<file path="src/rtl/adc_ddr_pkg.sv">
// Shared constants for the converter output formatter and config port
package adc_ddr_pkg;
   localparam int SAMPLE_BITS    = 12;
   localparam int PAIR_COUNT     = 6;
   localparam int LATENCY_CYCLES = 6;
   localparam int REG_BITS       = 8;
   localparam int ADDR_BITS      = 7;
   localparam int FRAME_BITS     = 16;
   localparam int REG_COUNT      = 5;
   // Register index values inside the serial frame
   localparam logic [6:0] ADDR_RESET  = 7'h00;
   localparam logic [6:0] ADDR_POWER  = 7'h01;
   localparam logic [6:0] ADDR_TIMING = 7'h02;
   localparam logic [6:0] ADDR_OUTPUT = 7'h03;
   localparam logic [6:0] ADDR_FORMAT = 7'h04;
   // Field positions
   localparam int TIM_DCS_POS     = 0;
   localparam int TIM_PHASE_POS   = 1;
   localparam int TIM_INV_POS     = 3;
   localparam int PWR_SLEEP_POS   = 0;
   localparam int OUT_LOWCUR_POS  = 0;
   // Values after reset
   localparam logic [7:0] RST_POWER  = 8'h00;
   localparam logic [7:0] RST_TIMING = 8'h00;
   localparam logic [7:0] RST_OUTPUT = 8'h00;
   localparam logic [7:0] RST_FORMAT = 8'h00;
   localparam logic [2:0] RST_PHASE_CNT = 3'h0;
endpackage : adc_ddr_pkg

</file>
<file path="src/rtl/adc_spi_regs.sv">
// Serial configuration port with register storage and readback
`timescale 1ns/1ps
`default_nettype none
module adc_spi_regs
   import adc_ddr_pkg::*;
(
   // Clock and reset
   input  wire logic                mclk,
   input  wire logic                rst,
   input  wire logic                clkEn,
   // Synchronised serial pins
   input  wire logic                serialMode,
   input  wire logic                csSync,
   input  wire logic                sckSync,
   input  wire logic                sdiSync,
   // Readback drive, open drain
   output logic                     sdoOut,
   output logic                     sdoOe,
   // Register contents
   output logic [REG_BITS-1:0]      powerReg,
   output logic [REG_BITS-1:0]      timingReg,
   output logic [REG_BITS-1:0]      outputReg,
   output logic [REG_BITS-1:0]      formatReg
);
   typedef struct packed {
      logic                  sckPrev;
      logic [4:0]            bitCnt;
      logic [FRAME_BITS-1:0] shift;
      logic                  readOp;
      logic [REG_BITS-1:0]   rdData;
      logic                  sdoLow;
      logic [REG_BITS-1:0]   power;
      logic [REG_BITS-1:0]   timing;
      logic [REG_BITS-1:0]   outp;
      logic [REG_BITS-1:0]   format;
   } spi_t;
   spi_t s_q, s_d;

   function automatic logic [REG_BITS-1:0] readReg(input logic [6:0] a,
                                                   input spi_t st);
      case (a)
         ADDR_POWER:  readReg = st.power;
         ADDR_TIMING: readReg = st.timing;
         ADDR_OUTPUT: readReg = st.outp;
         ADDR_FORMAT: readReg = st.format;
         default:     readReg = 8'h00;
      endcase
   endfunction : readReg

   always_comb begin
      logic rise;
      logic fall;
      logic [FRAME_BITS-1:0] nxt;
      s_d  = s_q;
      rise = sckSync & ~s_q.sckPrev;
      fall = ~sckSync & s_q.sckPrev;
      nxt  = {s_q.shift[FRAME_BITS-2:0], sdiSync};
      s_d.sckPrev = sckSync;
      if (!serialMode || csSync) begin
         // Frame ends or never began
         s_d.bitCnt = 5'h00;
         s_d.sdoLow = 1'b0;
      end else begin
         if (rise) begin
            s_d.shift  = nxt;
            s_d.bitCnt = s_q.bitCnt + 5'h01;
            if (s_q.bitCnt == 5'd0) s_d.readOp = sdiSync;
            if (s_q.bitCnt == 5'd7) s_d.rdData = readReg(nxt[6:0], s_q);
            if (s_q.bitCnt == 5'd15 && !s_q.readOp) begin
               case (nxt[14:8])
                  ADDR_RESET: begin
                     // Writing bit 7 of address zero restores defaults
                     if (nxt[7]) begin
                        s_d.power  = RST_POWER;
                        s_d.timing = RST_TIMING;
                        s_d.outp   = RST_OUTPUT;
                        s_d.format = RST_FORMAT;
                     end
                  end
                  ADDR_POWER:  s_d.power  = nxt[7:0];
                  ADDR_TIMING: s_d.timing = nxt[7:0];
                  ADDR_OUTPUT: s_d.outp   = nxt[7:0];
                  ADDR_FORMAT: s_d.format = nxt[7:0];
                  default: ;
               endcase
            end
         end
         if (fall && s_q.readOp && s_q.bitCnt >= 5'd8) begin
            s_d.sdoLow = ~s_q.rdData[REG_BITS-1];
            s_d.rdData = {s_q.rdData[REG_BITS-2:0], 1'b0};
         end
      end
   end

   always_ff @(posedge mclk or posedge rst) begin
      if (rst) begin
         s_q <= '{sckPrev: 1'b0, bitCnt: 5'h00, shift: 16'h0000,
                  readOp: 1'b0, rdData: 8'h00, sdoLow: 1'b0,
                  power: RST_POWER, timing: RST_TIMING,
                  outp: RST_OUTPUT, format: RST_FORMAT};
      end else if (clkEn) begin
         s_q <= s_d;
      end
   end

   assign sdoOut    = 1'b0;
   assign sdoOe     = s_q.sdoLow;
   assign powerReg  = s_q.power;
   assign timingReg = s_q.timing;
   assign outputReg = s_q.outp;
   assign formatReg = s_q.format;
endmodule : adc_spi_regs
`default_nettype wire

</file>
<file path="src/rtl/adc_ddr_output.sv">
// Converter digital side: DDR output formatter and configuration port
`timescale 1ns/1ps
`default_nettype none
// Operation
// - New conversion on each encode rising edge while not in sleep
// - Two sample bits share each data pair
// - Even bits while clock low, odd high, with the invert bit clear
// - Data changes on both output clock edges
// - Output clock phase delay set by register
// - Flag high when input exceeded full scale
// - Flag forced zero in second half cycle
// - Flag pipelined alongside its data word
// - Strap low selects serial configuration port
// - Strap high makes pins static controls
// - Shift only while chip select low
// - Sample serial input on clock rising edge
// - Readback shifted out on open drain
// - Parallel serial-input pin selects drive current
// - Parallel serial-clock pin controls sleep
// - Parallel chip select enables duty stabilizer
module adc_ddr_output
   import adc_ddr_pkg::*;
#(
   parameter int SAMPLE_W = SAMPLE_BITS,
   parameter int PAIRS    = PAIR_COUNT,
   parameter int LATENCY  = LATENCY_CYCLES
)
(
   // Clock and reset
   input  wire logic                mclk,
   input  wire logic                rst,
   input  wire logic                clkEn,
   // Encode clock and quantiser result
   input  wire logic                encodeClock,
   input  wire logic [SAMPLE_W-1:0] sampleIn,
   input  wire logic                overRangeIn,
   // Configuration pins
   input  wire logic                programmingModeStrap,
   input  wire logic                csN,
   input  wire logic                sck,
   input  wire logic                sdi,
   output logic                     sdoOut,
   output logic                     sdoOe,
   // DDR outputs
   output logic [PAIRS-1:0]         ddrDataPair,
   output logic                     overrangeFlag,
   output logic                     forwardedOutputClock,
   // Mode outputs
   output logic                     sleepMode,
   output logic                     dutyStabilizerOn,
   output logic                     lowDriveCurrent,
   output logic                     twosComplement
);
   ////////////////////////////////////////////////////////////////////////
   // Pin synchronisers
   logic [4:0] syncA_q;
   logic [4:0] syncB_q;
   always_ff @(posedge mclk or posedge rst) begin
      if (rst) begin
         syncA_q <= 5'h00;
         syncB_q <= 5'h00;
      end else if (clkEn) begin
         syncA_q <= {encodeClock, programmingModeStrap, csN, sck, sdi};
         syncB_q <= syncA_q;
      end
   end
   logic encS, strapS, csS, sckS, sdiS;
   assign {encS, strapS, csS, sckS, sdiS} = syncB_q;

   ////////////////////////////////////////////////////////////////////////
   // Strap catch: read once after reset, board holds it fixed
   // Waits for the second stage to settle instead of peeking at the first
   logic       strapValid_q;
   logic       parMode_q;
   logic [1:0] strapWait_q;
   always_ff @(posedge mclk or posedge rst) begin
      if (rst) begin
         strapWait_q  <= 2'h0;
         strapValid_q <= 1'b0;
         parMode_q    <= 1'b0;
      end else if (clkEn && !strapValid_q) begin
         if (strapWait_q == 2'h3) begin
            strapValid_q <= 1'b1;
            parMode_q    <= strapS;
         end else begin
            strapWait_q <= strapWait_q + 2'h1;
         end
      end
   end

   ////////////////////////////////////////////////////////////////////////
   // Serial port
   logic [REG_BITS-1:0] powerReg, timingReg, outputReg, formatReg;
   adc_spi_regs u_spi (
      .mclk       (mclk),
      .rst        (rst),
      .clkEn      (clkEn),
      .serialMode (strapValid_q & ~parMode_q),
      .csSync     (csS),
      .sckSync    (sckS),
      .sdiSync    (sdiS),
      .sdoOut     (sdoOut),
      .sdoOe      (sdoOe),
      .powerReg   (powerReg),
      .timingReg  (timingReg),
      .outputReg  (outputReg),
      .formatReg  (formatReg)
   );

   ////////////////////////////////////////////////////////////////////////
   // Formatter state
   typedef enum logic [1:0] {PH_IDLE, PH_LOW, PH_HIGH} phase_t;
   typedef struct packed {
      logic                          encPrev;
      logic [LATENCY*SAMPLE_W-1:0]   pipe;
      logic [LATENCY-1:0]            ovPipe;
      logic [SAMPLE_W-1:0]           word;
      logic                          ov;
      phase_t                        phase;
      logic [2:0]                    phaseCnt;
      logic                          clkBase;
      logic [3:0]                    clkHist;
      logic [PAIRS-1:0]              data;
      logic                          flag;
      logic                          fclk;
      logic                          sleep;
      logic                          dcs;
      logic                          lowCur;
   } fmt_t;
   fmt_t f_q, f_d;

   logic [1:0] phaseSel;
   logic       clkInv;
   assign phaseSel = timingReg[TIM_PHASE_POS +: 2];
   assign clkInv   = timingReg[TIM_INV_POS];

   always_comb begin
      logic encRise;
      logic encFall;
      logic baseClk;
      logic delayed;
      f_d     = f_q;
      baseClk = 1'b0;
      delayed = 1'b0;
      encRise = encS & ~f_q.encPrev;
      encFall = ~encS & f_q.encPrev;
      f_d.encPrev = encS;
      if (encRise && !f_q.sleep) begin
         // Shift the latency pipe; data and flag move together
         f_d.pipe   = {f_q.pipe[(LATENCY-1)*SAMPLE_W-1:0], sampleIn};
         f_d.ovPipe = {f_q.ovPipe[LATENCY-2:0], overRangeIn};
         f_d.word   = f_q.pipe[LATENCY*SAMPLE_W-1 -: SAMPLE_W];
         f_d.ov     = f_q.ovPipe[LATENCY-1];
         f_d.phase  = PH_LOW;
      end else if (encFall && f_q.phase != PH_IDLE) begin
         f_d.phase = PH_HIGH;
      end
      case (f_d.phase)
         PH_LOW: begin
            baseClk = 1'b0;
            for (int i = 0; i < PAIRS; i++) begin
               f_d.data[i] = f_d.word[2*i];
            end
            f_d.flag = f_d.ov;
         end
         PH_HIGH: begin
            baseClk = 1'b1;
            for (int i = 0; i < PAIRS; i++) begin
               f_d.data[i] = f_d.word[2*i+1];
            end
            f_d.flag = 1'b0;
         end
         default: begin
            baseClk    = 1'b0;
            f_d.data   = '0;
            f_d.flag   = 1'b0;
         end
      endcase
      // Phase shift in mclk steps; coarse since encode is sampled
      f_d.clkBase = baseClk;
      f_d.clkHist = {f_q.clkHist[2:0], f_q.clkBase};
      f_d.phaseCnt = {1'b0, phaseSel};
      case (phaseSel)
         2'd0:    delayed = baseClk;
         // One mclk of delay per step
         2'd1:    delayed = f_q.clkBase;
         2'd2:    delayed = f_q.clkHist[0];
         default: delayed = f_q.clkHist[1];
      endcase
      f_d.fclk = delayed ^ clkInv;
      // Mode selection by strap
      if (parMode_q) begin
         f_d.lowCur = sdiS;
         f_d.sleep  = sckS;
         f_d.dcs    = csS;
      end else begin
         f_d.lowCur = outputReg[OUT_LOWCUR_POS];
         f_d.sleep  = powerReg[PWR_SLEEP_POS];
         f_d.dcs    = timingReg[TIM_DCS_POS];
      end
      if (!strapValid_q) begin
         f_d.sleep = 1'b0;
      end
   end

   always_ff @(posedge mclk or posedge rst) begin
      if (rst) begin
         f_q <= '{encPrev: 1'b0, pipe: '0, ovPipe: '0, word: '0, ov: 1'b0,
                  phase: PH_IDLE, phaseCnt: RST_PHASE_CNT, clkBase: 1'b0,
                  clkHist: 4'h0, data: '0, flag: 1'b0, fclk: 1'b0,
                  sleep: 1'b0, dcs: 1'b0, lowCur: 1'b0};
      end else if (clkEn) begin
         f_q <= f_d;
      end
   end

   ////////////////////////////////////////////////////////////////////////
   // Outputs
   assign ddrDataPair          = f_q.data;
   assign overrangeFlag        = f_q.flag;
   assign forwardedOutputClock = f_q.fclk;
   assign sleepMode            = f_q.sleep;
   assign dutyStabilizerOn     = f_q.dcs;
   assign lowDriveCurrent      = f_q.lowCur;
   assign twosComplement       = ~parMode_q & formatReg[0];
endmodule : adc_ddr_output
`default_nettype wire

</file>
<file path="config.mk">
export PLATFORM = sky130hd
export DESIGN_NAME = adc_ddr_output
export DESIGN_NICKNAME = d
export VERILOG_FILES = /design/src/rtl/adc_ddr_pkg.sv /design/src/rtl/adc_spi_regs.sv /design/src/rtl/adc_ddr_output.sv
export SDC_FILE = /design/constraint.sdc
export NUM_CORES = 1
export LEC_CHECK = 0
export BUFFER_PORTS_ARGS = -buffer_cell sky130_fd_sc_hd__clkbuf_2
export CAP_MARGIN = 15
export CORE_ASPECT_RATIO = 0.75
export CORE_UTILIZATION = 37
export DETAILED_ROUTE_END_ITERATION = 8
export MAX_ROUTING_LAYER = met4
export RECOVER_POWER = 50
export SKIP_CTS_REPAIR_TIMING = 1
export SYNTH_ARGS = -nofsm -noshare
export SYNTH_HDL_FRONTEND = slang
export SYNTH_SLANG_ARGS = --single-unit
</file>
<file path="constraint.sdc">
create_clock -name mclk -period 6.99 [get_ports mclk]
set_input_delay 0.699 -clock mclk [delete_from_list [all_inputs] [get_ports mclk]]
set_output_delay 0.699 -clock mclk [all_outputs]
set_load 0.02 [all_outputs]
</file>
Word level (Yosys, flattened, before mapping) --
Index checks and enable logic that the tools add are counted.
Storage, ports and cells: bits in registers 186, latch bits 0, RAM bits 0, ROM bits 0, input port bits 21, output and inout bits 14, word-level logic and storage cells 118, memories 0
Operators by class: add/sub/neg operators 2, multiply operators 0, div/mod/pow operators 0, magnitude comparators 1, equality and inequality tests 16, shift operators 0, multiplexer cells 20, bitwise gates (word level) 15, reduce and logical (&&, ||, !) cells 35
Operators by type and width (count):
- 8-bit one-hot mux with 2 select lines | 4
- 32-bit two-way mux | 1
- 8-bit one-hot mux with 4 select lines | 1
- 30-bit two-way mux | 1
- 7-bit by 2-bit == test with 1-bit output (second input constant) | 4
- 6-bit AND reduction | 4
- 2-bit nonzero test | 9
- 7-bit by 1-bit == test with 1-bit output (second input constant) | 2
- 7-bit by 3-bit == test with 1-bit output (second input constant) | 2
- 7-bit one-hot mux with 2 select lines | 1
- 13-bit two-way mux | 1
- 2-bit AND reduction | 5
- 9-bit two-way mux | 1
- 8-bit two-way mux | 1
- 1-bit inverter | 8
- 4-bit AND reduction | 2
- 7-bit zero test | 1
- 1-bit AND | 6
- 2-bit == test (second input constant) | 3
- 1-bit logical AND | 6
- 5-bit by 1-bit adder with 5-bit output (second input constant) | 1
- 5-bit by 3-bit == test with 1-bit output (second input constant) | 1
- 5-bit by 4-bit == test with 1-bit output (second input constant) | 1
- 5-bit by 4-bit greater-or-equal comparator with 1-bit output (second input constant) | 1
- 14 further kinds | 22

Logic depth before layout (Yosys ltp) --
depth after elaboration 9, gate-level depth with buffers 9, depth with buffers taken out 8

Modules after synthesis --
Synthesis repeated with hierarchy kept, for this count alone.
Second synthesis, totals: cells, all modules 686, area, all modules 8343.0 um2
By module, submodules not included:
- adc_ddr_output | instances 1, cells an instance 322, area each 4956.0 um2, seq. area each 3052.9 um2
- adc_spi_regs | instances 1, cells an instance 364, area each 3387.0 um2, seq. area each 1551.5 um2

Worst setup path after synthesis --
No wires, ideal clock.
path kind flip-flop to flip-flop, from register parMode_q, to register u_spi.s_q (netlist bit u_spi.outputReg[1]), setup time 121 ps, arrival time 2497 ps, data required time 6869 ps, slack 4372 ps, cell stages (with the launch flop) 9, path buffers 4, period minus slack after synthesis 2618 ps, cells stage by stage dfrtp_1 buf_6 or3b_1 buf_2 or4_4 buf_6 or4b_4 buf_6 a22o_1
Between the ends: word-level cells in the longest chain between the ends 6
Ends and longest elaborated chain:
- start: declaration | RTL line adc_ddr_output.sv:74 | logic parMode_q;
- start signal: assignment | RTL line adc_ddr_output.sv:84 | parMode_q <= strapS;
- 1-bit inverter | RTL line adc_ddr_output.sv:98 | .serialMode (strapValid_q & ~parMode_q),
- 1-bit AND | RTL line adc_ddr_output.sv:98
- 1-bit zero test | RTL line adc_spi_regs.sv:59 | if (!serialMode || csSync) begin
- 1-bit logical OR | RTL line adc_spi_regs.sv:59
- 1-bit inverter (no line)
- 6-bit AND reduction (no line)
- end signal: assignment | RTL line adc_spi_regs.sv:97 | s_q <= '{sckPrev: 1'b0, bitCnt: 5'h00, shift: 16'h0000,
- end: declaration | RTL line adc_spi_regs.sv:37 | spi_t s_q, s_d;
Every way passes these cells. A chain may end at the register's enable or synchronous reset.

==> out/qor.csv <==
metric,value,unit
outcome,"complete, but fails checks",
violations,"capacitance limit, slew limit",
syn_avg_cell_area,12.8,µm²
cp-startpoint,rst,
antenna_found_initial,0,
utilization,42.4,%
r2r_end,u_spi.timingReg[6],
placed_cell_area,8440,µm²
dr.pass1.iters,5,
dp_hpwl,10200,µm
dr_total_vias,4943,
p_leak,4.03,nW
p_sw,965,µW
totalWireLength,15500,µm
yosys_warnings,0,
design.core.area,21300,µm²
pwr-share-seq,49.7,%
relSlewSlack,-129,%
synth_edf_count,0,
cts_root_buf,clkbuf_16,
io_pins,35,
viasPerCell,5.23,
intPower,2.23,mW
ys_seq_elements,184,
dp_slack,3.42,ns
final_cell_mix,"dfrtp_1 (184), mux2_2 (131), o21ai_0 (42)",
drt_iter0_markers,407,
synth_cell_types,51,
critPathCaptureType,asynchronous set/reset pin,
htree_levels,4,
finClkSkew,0.0115,ns
critical_path_class,primary input to asynchronous set/reset pin,
ys_seq_area_share,57.0,%
numCtsBuffers,17,
clk_pin_slew_worst_paths,0.07,ns
rows,46,
start_kind,primary input,
synth_area,8080,µm²
period_share,57.5,%
overflow,0,
die_area,22500,µm²
clock-sinks,184,
endpoint,syncB_q[1],
areaGrowthSynthToFinish,11.6,%
route.detailed.drc,0,
rsz0062_at_grt,no,
clock_path_buffers,2,
p_clk_share,29.8,%
nets,671,
powerDensity,354,nW/µm²
ir_drop,206,µV
synthCells,631,
reg2reg_slack,4.07,ns
drv_slew,148,
post_route_cells_drive_above_1_share,31.5,%
async_reset_ff_share,100,%
synth_ff_type,dfrtp_1,
syn_nets,658,
clk_latency,0.44,ns
maxCapViolations,2,
power_frac_comb,20.5,%
crit_fanout,80,
holdCritPathClass,flop to flop,
setup_ws,2.97,ns
rr_startpoint,parMode_q,
placed_cells,912,
wire_per_inst,16.4,µm
start_util,38.0,%
grt_use_total,15.3,%
die_y,130,µm
grt_pass1_vias,5052,
period_minus_slack,4.02,ns
numPortBuffers,33,
r2r_cells,4,
grt_max_degree,92,
fin_area,9020,µm²
gp_congestion,0.858,
tns,0,ns
fp.dieW,173,µm
stdcell_count,945,
cp_data_required_time,7.23,ns
clock.fmax,249,MHz
switching_share,30.2,%
cts_tree,done,
tightest_slew,3.41,ns
timing.hold.ws,0.482,ns
finalSetupViolCount,0,
hold_viol_final,0,
grt_pass1_wl,26500,µm
worstPathArrival,4.26,ns
ant_nets,0,
layout_commonest_cell,dfrtp_1,
total_power,3.19,mW
antenna_cells,0,
critical path, stage by stage:
cell	delay (ns)
clkbuf_1	0.08
clkinvlp_2	1.90
clkbuf_2	1.46
final cells by class:
| cell class | count | area, µm² |
|---|---|---|
| clock buffer | 18 | 439 |
| clock inverter | 14 | 156 |
| fill | 1986 | 12300 |
| inverter | 26 | 98.8 |
| multi-input combinational | 376 | 3170 |
| sequential | 184 | 4600 |
| tap | 288 | 360 |
| timing repair buffer | 39 | 188 |
how the worst min path moves through the flow:
| stage | startpoint | to | slack, ns | cells after the start |
|---|---|---|---|---|
| floorplan | strapWait_q[0] | strapWait_q[0] | 0.45 | 1 |
| global placement | strapWait_q[0] | strapWait_q[0] | 0.46 | 1 |
| detailed placement | strapWait_q[0] | strapWait_q[0] | 0.47 | 1 |
| CTS | rst | f_q[40] | 0.40 | 2 |
| global route | sampleIn[3] | f_q[43] | 0.48 | 2 |
| finish | strapWait_q[0] | strapWait_q[0] | 0.48 | 1 |
layer usage:
metal  vias up  wire length (µm)  track usage, %
li1       2296                 -               -
met1      2499              7850            21.2
met2       123              6620            22.0
met3        25               712            3.15
met4         0               286            6.09
met5         -                 0               -
synth_stat cells (all sizes together) (2+ instances only):
cell	number	area share [%]
nor3	14	0.87
buf	16	1.4
nand3b	16	1.5
nor4b	2	0.29
a22o	9	0.98
inv	26	1.2
nor4bb	2	0.25
o211ai	2	0.19
or4	4	0.42
a21oi	13	0.80
nand2b	6	0.46
a32oi	7	0.76
clkbuf	29	1.3
or3	2	0.15
nor4	2	0.23
a21bo	8	0.99
mux2i	21	2.6
a21o	3	0.28
nor3b	3	0.28
mux2	132	18
dfrtp	184	57
nor2b	3	0.23
ha	6	0.93
nor2	9	0.42
nand2	27	1.3
nand4	11	0.93
xor2	3	0.33
o2bb2ai	7	0.76
or2	2	0.15
a22oi	7	0.65
o21ai	42	2.6
cell families (layout without fill, tap and decap cells):
family,after synthesis,count (layout),synth area share [%]
multiplexers,154,154,21.3
flip-flops,184,184,57.0
adder cells (fa/ha/maj),6,6,0.929
AND/OR/NAND/NOR,108,108,7.96
other,1,1,0.0464
XOR/XNOR,4,4,0.433
buffers and inverters,71,97,3.92
AO/OA/AOI/OAI,103,103,8.50
state kept, by name (all words and copies together) (netlist names), 2 cells and up:
signal / cells
ddrDataPair: 6
f_d: 3
f_q: 94
strapWait_q: 2
syncA_q: 5
syncB_q: 5
u_spi.formatReg: 8
u_spi.outputReg: 8
u_spi.powerReg: 8
u_spi.s_q: 29
u_spi.timingReg: 8
power by group through the flow:
| stage | logic, mW | clock network (mW) | registers (mW) |
|---|---|---|---|
| 2_1_floorplan | 0.584 | 0 | 1.51 |
| 3_3_place_gp | 0.633 | 0 | 1.59 |
| 3_5_place_dp | 0.655 | 0 | 1.61 |
| 4_1_cts | 0.661 | 0.976 | 1.59 |
| 5_1_grt | 0.720 | 1.01 | 1.64 |
| 6_report | 0.653 | 0.952 | 1.59 |
Note: power is estimated with default switching activity, not from simulation.
